[config.mk]
export PLATFORM = sky130hd
export DESIGN_NAME = sbcg_core
export DESIGN_NICKNAME = d
export VERILOG_FILES = /design/src/sbcg_pkg.sv /design/src/sbcg_acc.sv /design/src/sbcg_core.sv
export VERILOG_INCLUDE_DIRS = /design/src
export SDC_FILE = /design/constraint.sdc
export NUM_CORES = 1
export LEC_CHECK = 0
export CAP_MARGIN = 5
export CORE_MARGIN = 3
export CORE_UTILIZATION = 30
export CTS_CLUSTER_SIZE = 24
export DETAILED_ROUTE_END_ITERATION = 10
export DONT_BUFFER_PORTS = 1
export SLEW_MARGIN = 20
export SYNTH_ARGS = -nofsm -noshare
export SYNTH_HDL_FRONTEND = slang
export SYNTH_SLANG_ARGS = --single-unit
export TNS_END_PERCENT = 100
[constraint.sdc]
create_clock -name clk -period 3.9 [get_ports clk]
set_clock_uncertainty 0.2 [all_clocks]
set_input_delay 0.78 -clock clk [delete_from_list [all_inputs] [get_ports clk]]
set_output_delay 0.78 -clock clk [all_outputs]
set_load 0.05 [all_outputs]
[src/sbcg_defs.svh]
// Purpose: constants for the sync block check generator
// Assumes: included by its bare name by every design file but the package
// Notes:   definitions only
`ifndef SBCG_DEFS_SVH
`define SBCG_DEFS_SVH

// ----------------------------------------------------------------------
// character and check widths
// ----------------------------------------------------------------------
`define SBCG_CHAR_W     8
`define SBCG_BCC_W      16
`define SBCG_ACC_RST    16'h0000
`define SBCG_CHAR_RST   8'h00

// ----------------------------------------------------------------------
// generator polynomials, x^16 term implied
// ----------------------------------------------------------------------
`define SBCG_POLY_CRC16 16'h8005
`define SBCG_POLY_CCITT 16'h1021

// ----------------------------------------------------------------------
// character path
// ----------------------------------------------------------------------
`define SBCG_PAR_BIT    7
`define SBCG_SYNC_CNT_W 4
`define SBCG_BIT_CNT_W  3
`define SBCG_BIT_LAST   3'h7
`define SBCG_BUF_CNT_W  2

`endif

[src/sbcg_pkg.sv]
// Purpose: types shared by the sync block check generator
// Assumes: nothing
// Notes:   mode code 3 is unused and falls back to the parity sum
package sbcg_pkg;

  // check selection
  typedef enum logic [1:0] {
    BCC_LRC,
    BCC_CRC16,
    BCC_CCITT
  } sbcg_mode_e;

  // transmit sequencer
  typedef enum logic [2:0] {
    TX_IDLE,
    TX_SYNC,
    TX_DATA,
    TX_BCC_HI,
    TX_BCC_LO
  } sbcg_tx_e;

  // receive framing
  typedef enum logic {
    RX_HUNT,
    RX_FRAMED
  } sbcg_rx_e;

endpackage

[src/sbcg_acc.sv]
// Purpose: one block check accumulator, parity sum or crc
// Assumes: one character per enabled cycle, bit 7 first into crc
// Notes:   clear and enable together start a fresh block with that char
`timescale 1ns/1ps
`include "sbcg_defs.svh"

module sbcg_acc
  import sbcg_pkg::*;
(
  input  wire logic                    clk,
  input  wire logic                    sys_rst,
  input  wire logic                    clr,
  input  wire logic                    en,
  input  wire logic [`SBCG_CHAR_W-1:0] data,
  input  wire sbcg_mode_e              mode,
  output logic      [`SBCG_BCC_W-1:0]  acc_q
);

  logic [`SBCG_BCC_W-1:0] base;
  logic [`SBCG_BCC_W-1:0] acc_d;

  // bitwise long division, borrows dropped, quotient discarded
  function automatic logic [`SBCG_BCC_W-1:0] crc_step(
    input logic [`SBCG_BCC_W-1:0]  rem,
    input logic [`SBCG_CHAR_W-1:0] ch,
    input logic [`SBCG_BCC_W-1:0]  poly
  );
    logic [`SBCG_BCC_W-1:0] r;
    logic                   fb;
    r = rem;
    for (int i = `SBCG_CHAR_W - 1; i >= 0; i--) begin
      fb = r[`SBCG_BCC_W-1] ^ ch[i];
      r  = {r[`SBCG_BCC_W-2:0], 1'b0} ^ (fb ? poly : `SBCG_ACC_RST);
    end
    return r;
  endfunction

  // clear before the first counted character
  assign base = clr ? `SBCG_ACC_RST : acc_q;

  // per-mode update of the running check
  always_comb begin
    acc_d = base;
    if (en) begin
      unique case (mode)
        BCC_CRC16: acc_d = crc_step(base, data, `SBCG_POLY_CRC16);
        BCC_CCITT: acc_d = crc_step(base, data, `SBCG_POLY_CCITT);
        default:   acc_d = {8'h00, base[7:0] ^ data};
      endcase
    end
  end

  always_ff @(posedge clk or posedge sys_rst) begin
    if (sys_rst) begin
      acc_q <= `SBCG_ACC_RST;
    end else begin
      acc_q <= acc_d;
    end
  end

endmodule

[src/sbcg_core.sv]
// Purpose: sync block check generator, transmit and receive character path
// Assumes: rx line pins are asynchronous; everything else is on clk
// Notes:   a block with its check appended divides to a zero remainder,
//          so receive checks by folding the sent check into the sum
`timescale 1ns/1ps
`include "sbcg_defs.svh"

module sbcg_core
  import sbcg_pkg::*;
(
  input  wire logic                       clk,
  input  wire logic                       sys_rst,
  input  wire sbcg_mode_e                 bcc_mode,
  input  wire logic                       par_en,
  input  wire logic [`SBCG_CHAR_W-1:0]    sync_char,
  input  wire logic [`SBCG_SYNC_CNT_W-1:0] sync_count,
  input  wire logic                       tx_blk_start,
  input  wire logic                       tx_in_valid,
  output logic                            tx_in_ready,
  input  wire logic [`SBCG_CHAR_W-1:0]    tx_in_data,
  input  wire logic                       tx_in_last,
  output logic                            tx_busy,
  output logic                            tx_out_valid,
  input  wire logic                       tx_out_ready,
  output logic      [`SBCG_CHAR_W-1:0]    tx_out_data,
  input  wire logic                       rx_line_data,
  input  wire logic                       rx_line_clk,
  input  wire logic                       rx_hunt,
  output logic                            rx_framed,
  output logic                            rx_char_valid,
  output logic      [`SBCG_CHAR_W-1:0]    rx_char_data,
  output logic                            rx_par_err,
  input  wire logic                       rx_count_en,
  input  wire logic                       rx_blk_start,
  input  wire logic                       rx_blk_end,
  output logic                            rx_good,
  output logic                            rx_bad
);

  // ----------------------------------------------------------------------
  // transmit sequencer
  // ----------------------------------------------------------------------
  sbcg_tx_e                     tx_st_q;
  sbcg_tx_e                     tx_st_d;
  logic [`SBCG_SYNC_CNT_W-1:0]  sync_left_q;
  logic [`SBCG_SYNC_CNT_W-1:0]  sync_left_d;
  logic [`SBCG_SYNC_CNT_W-1:0]  sync_load;
  logic [`SBCG_CHAR_W-1:0]      tx_char;
  logic [`SBCG_CHAR_W-1:0]      push_data;
  logic [`SBCG_BCC_W-1:0]       tx_acc;
  logic                         push_valid;
  logic                         push;
  logic                         buf_in_ready;
  logic                         tx_is_crc;
  logic                         tx_acc_clr;
  logic                         tx_acc_en;
  logic                         tx_start_ok;

  // zero requested syncs still sends one
  assign sync_load = (sync_count == '0) ? `SBCG_SYNC_CNT_W'(1) : sync_count;
  // odd parity replaces bit 7 when seven-bit code is in use
  assign tx_char = par_en ?
                   {~^tx_in_data[6:0], tx_in_data[6:0]} : tx_in_data;
  assign tx_is_crc   = (bcc_mode == BCC_CRC16) || (bcc_mode == BCC_CCITT);
  assign tx_start_ok = (tx_st_q == TX_IDLE) && tx_blk_start;
  assign tx_busy     = (tx_st_q != TX_IDLE);

  // what goes into the output buffer in each phase
  assign push_valid = (tx_st_q == TX_SYNC) || (tx_st_q == TX_BCC_HI) ||
                      (tx_st_q == TX_BCC_LO) ||
                      ((tx_st_q == TX_DATA) && tx_in_valid);
  assign push        = push_valid && buf_in_ready;
  assign tx_in_ready = (tx_st_q == TX_DATA) && buf_in_ready;
  assign tx_acc_clr  = tx_start_ok;
  assign tx_acc_en   = (tx_st_q == TX_DATA) && tx_in_valid && buf_in_ready;

  // crc check goes out high byte first so the far end divides in order; the parity sum goes out as its one low byte
  always_comb begin
    push_data = `SBCG_CHAR_RST;
    unique case (tx_st_q)
      TX_SYNC:   push_data = sync_char;
      TX_DATA:   push_data = tx_char;
      TX_BCC_HI: push_data = tx_is_crc ? tx_acc[15:8] : tx_acc[7:0];
      TX_BCC_LO: push_data = tx_acc[7:0];
      TX_IDLE:   push_data = `SBCG_CHAR_RST;
    endcase
  end

  // phase steps past idle advance only on an accepted push; idle leaves on the start strobe alone
  always_comb begin
    tx_st_d     = tx_st_q;
    sync_left_d = sync_left_q;
    unique case (tx_st_q)
      TX_IDLE: begin
        if (tx_blk_start) begin
          tx_st_d     = TX_SYNC;
          sync_left_d = sync_load;
        end
      end
      TX_SYNC: begin
        if (push) begin
          sync_left_d = sync_left_q - `SBCG_SYNC_CNT_W'(1);
          if (sync_left_q == `SBCG_SYNC_CNT_W'(1)) begin
            tx_st_d = TX_DATA;
          end
        end
      end
      TX_DATA: begin
        if (push && tx_in_last) begin
          tx_st_d = TX_BCC_HI;
        end
      end
      TX_BCC_HI: begin
        if (push) begin
          tx_st_d = tx_is_crc ? TX_BCC_LO : TX_IDLE;
        end
      end
      TX_BCC_LO: begin
        if (push) begin
          tx_st_d = TX_IDLE;
        end
      end
    endcase
  end

  always_ff @(posedge clk or posedge sys_rst) begin
    if (sys_rst) begin
      tx_st_q     <= TX_IDLE;
      sync_left_q <= '0;
    end else begin
      tx_st_q     <= tx_st_d;
      sync_left_q <= sync_left_d;
    end
  end

  // transmit check, sync characters kept out of it
  sbcg_acc u_tx_acc (
    .clk     (clk),
    .sys_rst (sys_rst),
    .clr     (tx_acc_clr),
    .en      (tx_acc_en),
    .data    (tx_char),
    .mode    (bcc_mode),
    .acc_q   (tx_acc)
  );

  // ----------------------------------------------------------------------
  // two-entry output buffer
  // ----------------------------------------------------------------------
  logic [`SBCG_CHAR_W-1:0]   ent0_q;
  logic [`SBCG_CHAR_W-1:0]   ent1_q;
  logic [`SBCG_BUF_CNT_W-1:0] fill_q;
  logic                      pop;

  // full refuses a push even while popping; simpler, costs one cycle
  assign buf_in_ready = (fill_q != `SBCG_BUF_CNT_W'(2));
  assign tx_out_valid = (fill_q != '0);
  assign tx_out_data  = ent0_q;
  assign pop          = tx_out_valid && tx_out_ready;

  // head in ent0, second word in ent1
  always_ff @(posedge clk or posedge sys_rst) begin
    if (sys_rst) begin
      ent0_q <= `SBCG_CHAR_RST;
      ent1_q <= `SBCG_CHAR_RST;
      fill_q <= '0;
    end else begin
      if (pop) begin
        ent0_q <= ent1_q;
      end
      if (push && (fill_q == '0 || (pop && fill_q == 2'h1))) begin
        ent0_q <= push_data;
      end
      if (push && ((fill_q == 2'h1 && !pop) || fill_q == 2'h2)) begin
        ent1_q <= push_data;
      end
      fill_q <= fill_q + `SBCG_BUF_CNT_W'(push) - `SBCG_BUF_CNT_W'(pop);
    end
  end

  // ----------------------------------------------------------------------
  // receive line synchronisers
  // ----------------------------------------------------------------------
  logic [2:0] dat_s_q;
  logic [2:0] lclk_s_q;
  logic       dat_st_q;
  logic       lclk_st_q;
  logic       dat_st_d;
  logic       lclk_agree;
  logic       bit_take;

  // a level counts only once second and third stages agree
  assign dat_st_d   = (dat_s_q[1] == dat_s_q[2]) ? dat_s_q[2] : dat_st_q;
  assign lclk_agree = (lclk_s_q[1] == lclk_s_q[2]);
  assign bit_take   = lclk_agree && lclk_s_q[2] && !lclk_st_q;

  always_ff @(posedge clk or posedge sys_rst) begin
    if (sys_rst) begin
      dat_s_q   <= '0;
      lclk_s_q  <= '0;
      dat_st_q  <= 1'b0;
      lclk_st_q <= 1'b0;
    end else begin
      dat_s_q   <= {dat_s_q[1:0], rx_line_data};
      lclk_s_q  <= {lclk_s_q[1:0], rx_line_clk};
      dat_st_q  <= dat_st_d;
      lclk_st_q <= lclk_agree ? lclk_s_q[2] : lclk_st_q;
    end
  end

  // ----------------------------------------------------------------------
  // receive framing
  // ----------------------------------------------------------------------
  sbcg_rx_e                   rx_st_q;
  sbcg_rx_e                   rx_st_d;
  logic [`SBCG_CHAR_W-1:0]    shift_q;
  logic [`SBCG_CHAR_W-1:0]    shift_d;
  logic [`SBCG_BIT_CNT_W-1:0] bitcnt_q;
  logic [`SBCG_BIT_CNT_W-1:0] bitcnt_d;
  logic                       sync_hit;
  logic                       deliver;

  // newest bit enters at bit 0, first bit ends in bit 7
  assign shift_d  = rx_hunt  ? `SBCG_CHAR_RST : // stale bits fake no sync
                    bit_take ? {shift_q[6:0], dat_st_d} : shift_q;
  assign sync_hit = bit_take && (rx_st_q == RX_HUNT) &&
                    (shift_d == sync_char);
  assign deliver  = bit_take && (rx_st_q == RX_FRAMED) && !rx_hunt &&
                    (bitcnt_q == `SBCG_BIT_LAST);
  assign rx_framed = (rx_st_q == RX_FRAMED);

  // hunt request wins over any framing in progress
  always_comb begin
    rx_st_d  = rx_st_q;
    bitcnt_d = bitcnt_q;
    if (rx_hunt) begin
      rx_st_d  = RX_HUNT;
      bitcnt_d = '0;
    end else if (sync_hit) begin
      rx_st_d  = RX_FRAMED;
      bitcnt_d = '0;
    end else if (bit_take && rx_st_q == RX_FRAMED) begin
      bitcnt_d = bitcnt_q + `SBCG_BIT_CNT_W'(1);
    end
  end

  always_ff @(posedge clk or posedge sys_rst) begin
    if (sys_rst) begin
      rx_st_q  <= RX_HUNT;
      bitcnt_q <= '0;
      shift_q  <= `SBCG_CHAR_RST;
    end else begin
      rx_st_q  <= rx_st_d;
      bitcnt_q <= bitcnt_d;
      shift_q  <= shift_d;
    end
  end

  // delivered character, one-cycle valid
  always_ff @(posedge clk or posedge sys_rst) begin
    if (sys_rst) begin
      rx_char_valid <= 1'b0;
      rx_char_data  <= `SBCG_CHAR_RST;
      rx_par_err    <= 1'b0;
    end else begin
      rx_char_valid <= deliver;
      if (deliver) begin
        rx_char_data <= shift_d;
        rx_par_err   <= par_en && !(^shift_d);
      end
    end
  end

  // ----------------------------------------------------------------------
  // receive check
  // ----------------------------------------------------------------------
  logic [`SBCG_BCC_W-1:0] rx_acc;
  logic                   rx_acc_en;
  logic                   rx_zero;

  // caller chooses per character whether it counts, check bytes included
  assign rx_acc_en = rx_char_valid && rx_count_en;
  assign rx_zero   = (bcc_mode == BCC_CRC16 || bcc_mode == BCC_CCITT) ?
                     (rx_acc == `SBCG_ACC_RST) :
                     (rx_acc[7:0] == `SBCG_CHAR_RST);

  sbcg_acc u_rx_acc (
    .clk     (clk),
    .sys_rst (sys_rst),
    .clr     (rx_blk_start),
    .en      (rx_acc_en),
    .data    (rx_char_data),
    .mode    (bcc_mode),
    .acc_q   (rx_acc)
  );

  // verdict pulses one cycle after the end strobe
  always_ff @(posedge clk or posedge sys_rst) begin
    if (sys_rst) begin
      rx_good <= 1'b0;
      rx_bad  <= 1'b0;
    end else begin
      rx_good <= rx_blk_end && rx_zero;
      rx_bad  <= rx_blk_end && !rx_zero;
    end
  end

endmodule

# Word level (Yosys, flattened, before mapping)
# Cells that the tools add are included.
[word_totals]
register_bits = 89
in_bits = 35
word_cells = 220
[op_classes]
n_addsub = 4
n_eq_ne = 20
mux = 64
bitwise = 65
reduce_logical = 48
[op_table]
columns = ["cell", "n"]
rows = [
  ["XOR 16 bit", 32],
  ["two-way mux 16 bit", 20],
  ["two-way mux 13 bit", 16],
  ["one-hot mux 16 bit (2 select lines)", 2],
  ["two-way mux 8 bit", 6],
  ["one-hot mux 8 bit (5 select lines)", 1],
  ["two-way mux 3 bit", 10],
  ["XOR 1 bit", 30],
  ["logical AND 1 bit", 22],
  ["logical NOT 16 bit", 1],
  ["XOR 8 bit", 2],
  ["one-hot mux 3 bit (5 select lines)", 1],
  ["two-way mux 4 bit", 3],
  ["!= test 2 bit, second input constant", 5],
  ["== test 8 bit", 1],
  ["logical NOT 8 bit", 1],
  ["one-hot mux 4 bit (2 select lines)", 1],
  ["nonzero test 2 bit", 4],
  ["parity 8 bit", 1],
  ["XNOR reduction 7 bit", 1],
  ["== test 3 x 2 -> 1 bit, second input constant", 2],
  ["== test 3 bit, second input constant", 2],
  ["logical OR 1 bit", 6],
  ["AND reduction 6 bit", 1],
  ["other kinds (18)", 30],
]

# Logic depth before layout (Yosys ltp)
# Gate-level depths: netlist of the first run.
[logic_depth]
depth_word = 29
mapped_depth = 11
ltp_nobuf = 9

# Cells and area by module
# Synthesis of the first run repeated with hierarchy kept, for this count alone.
[hier_totals]
cells_unflattened = 729
area_unflattened_um2 = 6383.6
[modules_own_cells]
columns = ["mod", "n_inst", "cells_each", "area_each_um2"]
rows = [
  ["sbcg_acc", 2, 188, 1605.3],
  ["sbcg_core", 1, 353, 3173.0],
]

# Worst setup path before layout of the first run
# OpenSTA, ideal clock, no wires.
[synth_timing]
path_type = "input to register"
startpoint = "in tx_in_data[3]"
endpoint = "reg u_tx_acc.acc_q[0]"
setup_ns = 0.122
arrival_time_ns = 2.926
required_ns = 3.578
slack_ns = 0.652
cell_stages = 9
path_cell_list = "buf_2 -> xor2_2 -> xnor3_1 -> a21o_2 -> xor3_2 -> xnor3_2 -> xnor2_1 -> a21oi_1 -> nor3_1"
[synth_via]
elab_chain_cells = 28
[synth_lines]
columns = ["element", "line_no", "source"]
rows = [
  ["start: declaration", "sbcg_core.sv:20", "input wire logic [`SBCG_CHAR_W-1:0] tx_in_data,"],
  ["XNOR reduction 7 bit", "sbcg_core.sv:63", "{~^tx_in_data[6:0], tx_in_data[6:0]} : tx_in_data;"],
  ["two-way mux 8 bit (*)", "sbcg_core.sv:62", "assign tx_char = par_en ?"],
  ["XOR 1 bit", "sbcg_acc.sv:32", "fb = r[`SBCG_BCC_W-1] ^ ch[i];"],
  ["two-way mux 16 bit (no source line)", "n/a", ""],
  ["XOR 16 bit", "sbcg_acc.sv:33", "r = {r[`SBCG_BCC_W-2:0], 1'b0} ^ (fb ? poly : `SBCG_ACC_RST);"],
  ["XOR 1 bit", "sbcg_acc.sv:32", ""],
  ["two-way mux 16 bit (no source line)", "n/a", ""],
  ["XOR 16 bit", "sbcg_acc.sv:33", ""],
  ["(+13 left out)", "n/a", ""],
  ["two-way mux 16 bit (no source line) (*)", "n/a", ""],
  ["XOR 16 bit (*)", "sbcg_acc.sv:33", ""],
  ["XOR 1 bit (*)", "sbcg_acc.sv:32", ""],
  ["two-way mux 16 bit (no source line) (*)", "n/a", ""],
  ["XOR 16 bit (*)", "sbcg_acc.sv:33", ""],
  ["one-hot mux 16 bit (2 select lines) (*)", "sbcg_acc.sv:45", "unique case (mode)"],
  ["two-way mux 16 bit (*)", "sbcg_acc.sv:44", "if (en) begin"],
  ["net u_tx_acc.acc_d[0]", "sbcg_acc.sv:20", "logic [`SBCG_BCC_W-1:0] acc_d;"],
  ["end signal: assignment", "sbcg_acc.sv:55", "acc_q <= `SBCG_ACC_RST;"],
  ["end: declaration", "sbcg_acc.sv:16", "output logic [`SBCG_BCC_W-1:0] acc_q"],
]
# Mark *: on every way through the listed nets, which the timed path passes. The rest lies on a longest branch.
# A chain may end at the register's enable or synchronous reset.

# Worst setup path after layout of the first run
[layout_timing]
startpoint = "reg tx_st_q[0]"
endpoint = "reg u_tx_acc.acc_q[0]"
[layout_via]
elab_chain_cells = 29
word_cells_on_any_way = 45
[layout_lines]
columns = ["element", "line_no", "source"]
rows = [
  ["start: declaration", "sbcg_core.sv:43", "sbcg_tx_e tx_st_q;"],
  ["start signal: assignment", "sbcg_core.sv:131", "tx_st_q <= tx_st_d;"],
  ["logical NOT 3 bit", "sbcg_core.sv:65", "assign tx_start_ok = (tx_st_q == TX_IDLE) && tx_blk_start;"],
  ["logical AND 1 bit", "sbcg_core.sv:65", ""],
  ["two-way mux 16 bit", "sbcg_acc.sv:39", "assign base = clr ? `SBCG_ACC_RST : acc_q;"],
  ["XOR 1 bit", "sbcg_acc.sv:32", ""],
  ["two-way mux 16 bit (no source line)", "n/a", ""],
  ["XOR 16 bit", "sbcg_acc.sv:33", ""],
  ["XOR 1 bit", "sbcg_acc.sv:32", ""],
  ["two-way mux 16 bit (no source line)", "n/a", ""],
  ["(+14 left out)", "n/a", ""],
  ["two-way mux 16 bit (no source line)", "n/a", ""],
  ["XOR 16 bit", "sbcg_acc.sv:33", ""],
  ["XOR 1 bit", "sbcg_acc.sv:32", ""],
  ["two-way mux 16 bit (no source line)", "n/a", ""],
  ["XOR 16 bit", "sbcg_acc.sv:33", ""],
  ["one-hot mux 16 bit (2 select lines)", "sbcg_acc.sv:45", ""],
  ["two-way mux 16 bit (*)", "sbcg_acc.sv:44", ""],
  ["net u_tx_acc.acc_d[0]", "sbcg_acc.sv:20", ""],
]
# Marks and branches as above.

==> impl_metrics.ini, run 1 <==
[worst_hold_path]
min_from = lclk_s_q[0]$_DFF_PP0_
whs_path_depth = 0
hp-class = reg -> reg
whs_endpoint = lclk_s_q[1]$_DFF_PP0_

[route]
routed_wl_um = 18000
first_pass_iters = 6
route.detailed.drc = 0
via_per_inst = 5.319
vias = 5234
post_drt_wl_per_cell_um = 18.29
postRouteAntennaNets = 0
first_iter_violations = 411

[pwr]
peakVddDrop_mv = 0.4118
p_leak_nw = 2.831
powerDensity_mw_per_mm2 = 667.7

[synthesis]
ys_seq_area_share_pct = 35.17
avgSynthCellArea_um2 = 8.698
syn_area_mm2 = 0.006332
synth_cells = 728
synth_cell_type_count = 57
synth_edf_count = 0
async_flop_share_pct = 100.0
ys_warn_count = 0
syn-num-nets = 772
synthFlopType = dfrtp_1
ys_ff_latch = 89

[critical_path]
cpLargestDelayFamily = XOR/XNOR gates
cp.required_ps = 3970
crit_buf_inv = 1
cpPeakStageDelay_ps = 680
crit_chain = buf_4 -> or4b_4 -> nand2_1 -> xor2_2 -> xor2_1 -> xnor3_2 -> xnor2_1 -> a21oi_1 -> nor3_1
crit_type = reg -> reg
crit_path_max_fanout = 22
slowest_stage = or4b_4
r2r_slack_ps = 800
crit_path_start_kind = register
cp-end-kind = register
crit_arrival_ps = 3170
regToRegEndpoint = u_tx_acc.acc_q[0]$_DFF_PP0_
reg2reg_from = tx_st_q[0]$_DFFE_PP0P_
startpoint = tx_st_q[0]$_DFFE_PP0P_
reg2reg_depth = 9

[cells_and_area]
regArea_mm2 = 0.002227
drive_gt1_share_pct = 10.08
syn_to_final_growth_pct = 10.14
n_antenna_cell = 0
final_nets = 753
multiInputGateArea_mm2 = 0.003832
fillers = 2095

[global_routing]
grt_pass1_vias = 4926
track_usage_pct = 16.07
grt.overflow.total = 0
grt_start_max_net_pins = 90
antenna_found_initial = 0
grt_pass1_wl_um = 28580

[clock_tree]
cts_buffer_depth = 2
cts_setup_buffers = 0
cts_hold_repair.buffers = 0
htreeDepth = 3
ctsResizeCount = 0
cts_root_buf = clkbuf_16
cts_buffers = 9
cts.sinks = 89
cts_tree = yes
clkLatencyLatePin_ps = 350
path_clk_slew_ps = 70

[sta]
slew_headroom_pct = 44.94
setup_viol = 0
period_minus_slack_ps = 3104
hold_viol_final = 0
max_freq_mhz = 322.2
tightestPinTransition_ps = 825.9
postLayoutSetupSlackWorst_ps = 796.0
final_max_slew_viol_count = 0
rsz0062_at_grt = false
setup_tns_ps = 0
period_share_pct = 79.59

[die]
initial_utilization_pct = 30.90
fp.dieArea_mm2 = 0.02289
rows = 52
die_x_um = 151.3
core-area_mm2 = 0.02049
die_h_um = 151.3
boundaryPins = 59

[status]
status = complete, no violations

[placed_design]
port_buffers = 0
pre_cts_ws_ps = 635.1
gp_congestion = 0.9028
place_hpwl_um = 13030

[run]
max_cap_violations = 0
-- power breakdown --
part	internal [mW]	switching (mW)	total, mW	leakage [nW]
Clock	0.572	0.403	0.975	0.156
Sequential	1.12	0.331	1.45	1.16
Combinational	0.913	1.32	2.24	1.51
-- per-layer routing --
| layer | wire length [µm] | vias up | part of all wire [%] | global-route usage [%] |
|---|---|---|---|---|
| met5 | 0 | - | 0 | 0 |
| met4 | 352 | 0 | 2.0 | 4.986 |
| met3 | 1685 | 30 | 9.4 | 5.117 |
| met2 | 7961 | 213 | 44 | 23.61 |
| met1 | 7999 | 2495 | 44 | 22.45 |
| li1 | - | 2496 | - | - |
-- state kept, by name (all words and copies together), names as in the netlist, 2 cells and up --
name            cells
u_rx_acc.acc_q     16
u_tx_acc.acc_q     16
ent1_q              8
rx_char_data        8
shift_q             8
tx_out_data         8
sync_left_q         4
bitcnt_q            3
dat_s_q             3
lclk_s_q            3
tx_st_q             3
fill_q              2
-- synth_stat cells, types with 3 or more instances --
cell | instances | area [µm²]
o211ai_1 | 3 | 22.52
a22oi_1 | 8 | 60.06
a21oi_1 | 56 | 280.3
mux2i_1 | 17 | 170.2
o31ai_1 | 3 | 22.52
o21ai_1 | 3 | 15.01
inv_1 | 18 | 67.56
nand3_1 | 15 | 75.07
nand2b_1 | 11 | 68.82
a22o_1 | 5 | 43.79
nor2_1 | 56 | 210.2
xnor2_1 | 77 | 674.4
a2bb2oi_1 | 3 | 26.28
xor2_1 | 32 | 280.3
xor2_2 | 4 | 65.06
nand2_1 | 92 | 345.3
and2_1 | 7 | 43.79
o21ai_0 | 48 | 240.2
ha_1 | 9 | 112.6
nor3_1 | 7 | 35.03
o22ai_1 | 8 | 50.05
mux2_2 | 19 | 214.0
buf_1 | 6 | 22.52
nand4_1 | 6 | 37.54
nor2b_1 | 16 | 100.1
nor4_1 | 6 | 37.54
a221oi_1 | 21 | 183.9
clkbuf_1 | 39 | 146.4
dfrtp_1 | 89 | 2227
a211oi_1 | 7 | 52.55
buf_2 | 6 | 30.03
a32oi_1 | 4 | 35.03
-- per-stage QoR --
| stage | area, µm² | hold WS [ps] | util, % | instances | total power, mW |
|---|---|---|---|---|---|
| CTS | 6974 | 153.9 | 34.03 | 984 | 4.667 |
| floorplan | 6332 | 131.2 | - | 728 | 3.155 |
| finish | 6974 | 150.3 | 34.03 | 984 | 4.657 |
| global placement | 6649 | 133.2 | 32.44 | 968 | 3.667 |
| detailed placement | 6649 | 137.1 | 32.44 | 968 | 3.670 |
| global route | 6974 | 158.5 | 34.03 | 984 | 4.977 |
-- worst max-delay path by stage --
| stage | depth (start not counted) | slack, ps | end |
|---|---|---|---|
| 2_1_floorplan | 1 | 610 | bitcnt_q[0]$_DFFE_PP0P_ |
| 3_3_place_gp | 8 | 670 | u_tx_acc.acc_q[0]$_DFF_PP0_ |
| 3_5_place_dp | 8 | 640 | u_tx_acc.acc_q[0]$_DFF_PP0_ |
| 5_1_grt | 9 | 630 | u_tx_acc.acc_q[0]$_DFF_PP0_ |
| 4_1_cts | 9 | 830 | u_tx_acc.acc_q[0]$_DFF_PP0_ |
| 6_report | 9 | 800 | u_tx_acc.acc_q[0]$_DFF_PP0_ |
-- cell type report --
class	count	share of cell area, %
multi-input cells	568	54.95
clock inverters	6	1.381
well taps	270	4.844
flip-flops and latches	89	31.93
clock buffers	10	3.283
inverters	19	1.058
repair buffers	22	2.548
-- cell usage in the layout, fill, tap and decap left out, types with 3 or more instances in the layout --
cell	instances
a32oi_1	4
o21ai_1	3
xor2_1	32
o21ai_0	48
nand3_1	15
o31ai_1	3
nand2_1	92
a22oi_1	8
nand4_1	6
nand2b_1	11
mux2_2	19
o211ai_1	3
mux2i_1	17
nor2b_1	16
clkbuf_16	9
a221oi_1	21
nor3_1	7
xnor2_1	77
inv_1	17
dfrtp_1	89
nor2_1	56
and2_1	7
a22o_1	5
a21oi_1	56
xor2_2	4
nor4_1	6
buf_4	21
a2bb2oi_1	3
o22ai_1	8
a211oi_1	7
ha_1	9
-- cells by family (layout without fill, tap and decap cells) --
family	after synthesis	count (layout)	synth area share (%)
multiplexers	36	36	6.066
buffers and inverters	71	57	4.386
XOR/XNOR	119	119	18.22
AND/OR/NAND/NOR	223	223	16.22
AO/OA/AOI/OAI	180	180	18.00
adder cells (fa/ha/maj)	10	10	1.936
flip-flops	89	89	35.17
Power figures use the tool's default switching activity.
==> run 2: changes to the inputs <==
clock period = 2.8 ns   (was 3.9 ns; I/O delays follow)
==> run 2 against run 1 <==
Global-route usage grew 0.60 points. Die area is the same. Critical endpoint is now u_tx_acc.acc_q[15]$_DFF_PP0_. Critical path type unchanged. Sequential share of layout area shrank 1.9 points. Combinational power grew 54%. Worst hold slack lost 120 ps. Non-clock buffer count grew 47. Sequential power grew 39%. Core utilization grew 2.2 points.
==> impl_metrics.ini, run 2 (synthesis results as in run 1) <==
[sta]
period_minus_slack_ps = 2765
postLayoutSetupSlackWorst_ps = 35.20
period_share_pct = 98.74
setup_viol = 0
rsz0062_at_grt = true
tightestPinTransition_ps = 689.4
hold_viol_final = 0
slew_headroom_pct = 53.71
final_max_slew_viol_count = 0
max_freq_mhz = 361.7

[global_routing]
grt_start_max_net_pins = 87
antenna_found_initial = 0
grt_pass1_wl_um = 29680
grt.overflow.total = 0
grt_pass1_vias = 5337
track_usage_pct = 16.66

[die]
core-area_mm2 = 0.02049
die_x_um = 151.3
initial_utilization_pct = 30.90
fp.dieArea_mm2 = 0.02289
rows = 52
die_h_um = 151.3
boundaryPins = 59

[critical_path]
r2r_slack_ps = 40
regToRegEndpoint = u_tx_acc.acc_q[15]$_DFF_PP0_
startpoint = tx_st_q[2]$_DFFE_PP0P_
crit_path_start_kind = register
cp-end-kind = register
crit_chain = or4b_4 -> nand2_2 -> xor2_4 -> buf_4 -> or4_1 -> o221ai_1 -> a32oi_1 -> o211ai_1 -> o31ai_2
reg2reg_depth = 9
cp.required_ps = 2830
crit_path_max_fanout = 6
slowest_stage = or4b_4
cpPeakStageDelay_ps = 610
crit_type = reg -> reg
reg2reg_from = tx_st_q[2]$_DFFE_PP0P_
crit_path_end = u_tx_acc.acc_q[15]$_DFF_PP0_
crit_arrival_ps = 2790
cp.depth = 9
crit_buf_inv = 1
cpLargestDelayFamily = simple AND/OR/NAND/NOR gates

[cells_and_area]
n_antenna_cell = 0
drive_gt1_share_pct = 16.29
final_nets = 800
syn_to_final_growth_pct = 17.11
final_cell_mix = 91 x nand2_1, 88 x dfrtp_1, 75 x xnor2_1
multiInputGateArea_mm2 = 0.003887
reg.largest.list = u_rx_acc.acc_q: 16 flops, u_tx_acc.acc_q: 16 flops
fin_area_mm2 = 0.007416
regArea_mm2 = 0.002228
final_common_cell = nand2_1
fillers = 2047

[run]
max_cap_violations = 0

[worst_hold_path]
hp-class = in -> reg
whs_path_depth = 0

[clock_tree]
cts.sinks = 89
cts_tree = yes
cts_root_buf = clkbuf_16
path_clk_slew_ps = 80
cts_buffers = 9
htreeDepth = 3
cts_buffer_depth = 2
clkLatencyLatePin_ps = 350

[pwr]
p_int_mw = 3.875
p_sw_share_pct = 43.14
p_leak_nw = 3.086
combPwrFrac_pct = 50.5
seqPwrFrac_pct = 29.6
peakVddDrop_mv = 0.7534
p_sw_mw = 2.940
clkPwrFrac_pct = 19.9
powerDensity_mw_per_mm2 = 919.0

[placed_design]
gp_congestion = 0.9128
pre_cts_ws_ps = -41.68
place_hpwl_um = 13760
dpl_cell_area_mm2 = 0.007009
port_buffers = 0

[route]
route.detailed.drc = 0
first_iter_violations = 400
via_per_inst = 5.241
routed_wl_um = 18600
postRouteAntennaNets = 0
vias = 5403
first_pass_iters = 5
post_drt_wl_per_cell_um = 18.04

[status]
status = complete, no violations
run 2: what timing repair did:
| action | in CTS | in global routing |
|---|---|---|
| buffers inserted | 2 | 1 |
| hold endpoints to repair | 3 | 0 |
| cloned | 0 | 0 |
| hold buffers | 1 | 0 |
| gates resized for setup | 0 | 8 |
| setup endpoints to repair | 1 | 10 |
| pin swaps | 1 | 6 |
run 2: worst min path at each step:
| stage | startpoint | end | slack [ps] |
|---|---|---|---|
| floorplan | dat_s_q[0]$_DFF_PP0_ | dat_s_q[1]$_DFF_PP0_ | 130 |
| global placement | dat_s_q[0]$_DFF_PP0_ | dat_s_q[1]$_DFF_PP0_ | 130 |
| detailed placement | dat_s_q[0]$_DFF_PP0_ | dat_s_q[1]$_DFF_PP0_ | 140 |
| CTS | rx_line_clk | lclk_s_q[0]$_DFF_PP0_ | 20 |
| global route | rx_line_clk | lclk_s_q[0]$_DFF_PP0_ | 10 |
| finish | rx_line_clk | lclk_s_q[0]$_DFF_PP0_ | 30 |
run 2: cell type report:
cell class	count	share of cell area, %
Clock buffer	10	3.088
Clock inverter	6	1.299
Inverter	19	1.012
Multi-Input combinational cell	568	52.42
Sequential cell	89	30.05
Tap cell	270	4.555
Timing Repair Buffer	69	7.576
run 2: routing by layer:
layer	GRT usage [%]	share of wire, %	vias up
li1	-	-	2582
met1	22.35	43	2585
met2	25.21	45	200
met3	5.027	8.8	36
met4	6.392	2.9	0
met5	0	0	-
run 2: metrics by stage:
| step | setup TNS [ps] | utilization, % | std cells | hold WS [ps] | power [mW] |
|---|---|---|---|---|---|
| after floorplan | -62.17 | - | 728 | 131.2 | 4.413 |
| after global placement | -1.916 | 34.20 | 1011 | 132.1 | 5.351 |
| after detailed placement | -41.68 | 34.20 | 1011 | 137.1 | 5.361 |
| after CTS | 0 | 35.91 | 1030 | 19.72 | 6.773 |
| after global routing | -13.84 | 36.18 | 1031 | 14.81 | 7.272 |
| final | 0 | 36.18 | 1031 | 34.10 | 6.815 |
run 2: power by group through the flow:
stage	Clock, mW	Sequential [mW]	Combinational [mW]
2_1_floorplan	0	1.91	2.51
3_3_place_gp	0	2.03	3.32
3_5_place_dp	0	2.03	3.33
4_1_cts	1.40	2.01	3.37
5_1_grt	1.44	2.05	3.79
6_report	1.36	2.02	3.44
==> run 3: changes to the inputs <==
CORE_ASPECT_RATIO = 0.6   (was default)
SKIP_LAST_GASP = 1   (was default)
==> run 3 against run 2 <==
Maximum frequency up 2.7%. Sequential share of layout area up 0.30 points. Final cell count rose by 0.29%. Global-route usage up 0.47 points. Count of clock-buffer cells in the layout decreased by 1. Combinational power hardly changed. Sequential power about the same. First-iteration DRC count is 47% higher. Wire length up 7.0%. Setup slack improved by 73 ps. Critical endpoint is now u_tx_acc.acc_q[0]$_DFF_PP0_.
==> impl_metrics.ini, run 3 (synthesis results as in run 1) <==
[status]
status = complete, no violations

[pwr]
p_int_mw = 3.663
powerDensity_mw_per_mm2 = 910.8
clkPwrFrac_pct = 18.3
peakVddDrop_mv = 0.4487
p_leak_nw = 3.059
combPwrFrac_pct = 51.8
p_sw_share_pct = 45.19
p_sw_mw = 3.020
seqPwrFrac_pct = 29.9

[placed_design]
port_buffers = 0
dpl_cell_area_mm2 = 0.007018
gp_congestion = 0.9448
dp_cells = 1017
place_hpwl_um = 15220

[critical_path]
crit_type = reg -> reg
crit_path_max_fanout = 6
crit_path_end = u_tx_acc.acc_q[0]$_DFF_PP0_
regToRegEndpoint = u_tx_acc.acc_q[0]$_DFF_PP0_
cpPeakStageDelay_ps = 590
startpoint = tx_st_q[2]$_DFFE_PP0P_
cp.required_ps = 2840
reg2reg_depth = 8
crit_path_start_kind = register
r2r_slack_ps = 110
crit_chain = or4b_4 -> nand2_1 -> xor2_2 -> xor2_1 -> xnor3_2 -> xnor2_1 -> a21oi_1 -> nor3_1
cp-end-kind = register
reg2reg_from = tx_st_q[2]$_DFFE_PP0P_
slowest_stage = or4b_4
crit_arrival_ps = 2730

[route]
routed_wl_um = 19900
first_iter_violations = 588
route.detailed.drc = 0
via_per_inst = 5.274
top_layer_used = met4
postRouteAntennaNets = 0
drt-met1-wl_um = 9657
vias = 5453
first_pass_iters = 5
wl_met3_um = 2221
met2_wirelength_um = 7898
post_drt_wl_per_cell_um = 19.25

[sta]
period_minus_slack_ps = 2692
fin_worst_hold_slack_ps = 38.58
slew_headroom_pct = 54.38
final_max_slew_viol_count = 0
tightestPinTransition_ps = 684.3
max_freq_mhz = 371.5
setup_tns_ps = 0
rsz0062_at_grt = true
period_share_pct = 96.14
hold_viol_final = 0
setup_viol = 0

[cells_and_area]
final_common_cell = nand2_1
syn_to_final_growth_pct = 15.89
fin_util_pct = 36.03
final_nets = 800
fin_area_mm2 = 0.007338
final_cell_mix = 92 x nand2_1, 89 x dfrtp_1, 76 x xnor2_1
stdcell_count = 1034
drive_gt1_share_pct = 16.03
reg.largest.list = u_rx_acc.acc_q: 16 flops, u_tx_acc.acc_q: 16 flops
n_antenna_cell = 0

[die]
die_h_um = 118.5
boundaryPins = 59
die_x_um = 193.6
fp.dieArea_mm2 = 0.02294
rows = 40
initial_utilization_pct = 31.09
core-area_mm2 = 0.02037

[clock_tree]
cts_buffers = 9
cts_buffer_depth = 2
cts_root_buf = clkbuf_16
cts.sinks = 89
htreeDepth = 3
cts_tree = yes
path_clk_slew_ps = 80
clkLatencyLatePin_ps = 350

[global_routing]
grt_pass1_wl_um = 30880
track_usage_pct = 17.13
grt.overflow.total = 0
antenna_found_initial = 0
grt_pass1_vias = 5082
grt_start_max_net_pins = 59

[run]
max_cap_violations = 0

[worst_hold_path]
hp-class = in -> reg
[run 3: worst min path at each step]
stage | start | end | slack, ps | depth (start not counted)
2_1_floorplan | dat_s_q[0]$_DFF_PP0_ | dat_s_q[1]$_DFF_PP0_ | 130 | 0
3_3_place_gp | lclk_s_q[0]$_DFF_PP0_ | lclk_s_q[1]$_DFF_PP0_ | 130 | 0
3_5_place_dp | dat_s_q[0]$_DFF_PP0_ | dat_s_q[1]$_DFF_PP0_ | 130 | 0
4_1_cts | rx_line_clk | lclk_s_q[0]$_DFF_PP0_ | 30 | 0
5_1_grt | rx_line_clk | lclk_s_q[0]$_DFF_PP0_ | 20 | 0
6_report | rx_line_clk | lclk_s_q[0]$_DFF_PP0_ | 40 | 0
[run 3: layout make-up]
cell class	count	area (µm²)
multi-input combinational	568	3865
clock buffer	9	225.2
fill	2072	13030
clock inverter	7	58.81
timing repair buffer	69	545.5
inverter	19	75.07
sequential	89	2227
tap	273	341.6
[run 3: critical path, delay by kind of cell (launching register included)]
kind	cells	cell delay [ps]
XOR/XNOR	4	1070
AND/OR/NAND/NOR	3	780
flip-flops	1	380
AO/OA/AOI/OAI	1	150
[run 3: power groups by stage]
stage                     Combinational, mW  Clock [mW]  Sequential [mW]
after detailed placement               3.38           0             2.02
final                                  3.46        1.22             2.00
after CTS                              3.40        1.26             1.99
after global routing                   3.80        1.31             2.03
after global placement                 3.38           0             2.01
after floorplan                        2.51           0             1.91
[run 3: stage by stage]
stage	worst slack (ps)	power (mW)
global placement	34.67	5.396
finish	107.9	6.684
floorplan	-41.36	4.413
detailed placement	-2.021	5.394
CTS	77.93	6.643
global route	-27.21	7.134
[run 3: repair_timing]
item,CTS,global route
gates resized for setup,0,4
endpoints found under the hold margin,8,0
setup buffers,0,0
endpoints found under the setup margin,0,6
hold buffers,1,0
[run 3: metal layers]
layer	global-route usage, %	up-vias
met4	2.122	0
li1	-	2584
met1	27.19	2600
met5	0	-
met3	5.755	13
met2	22.46	256
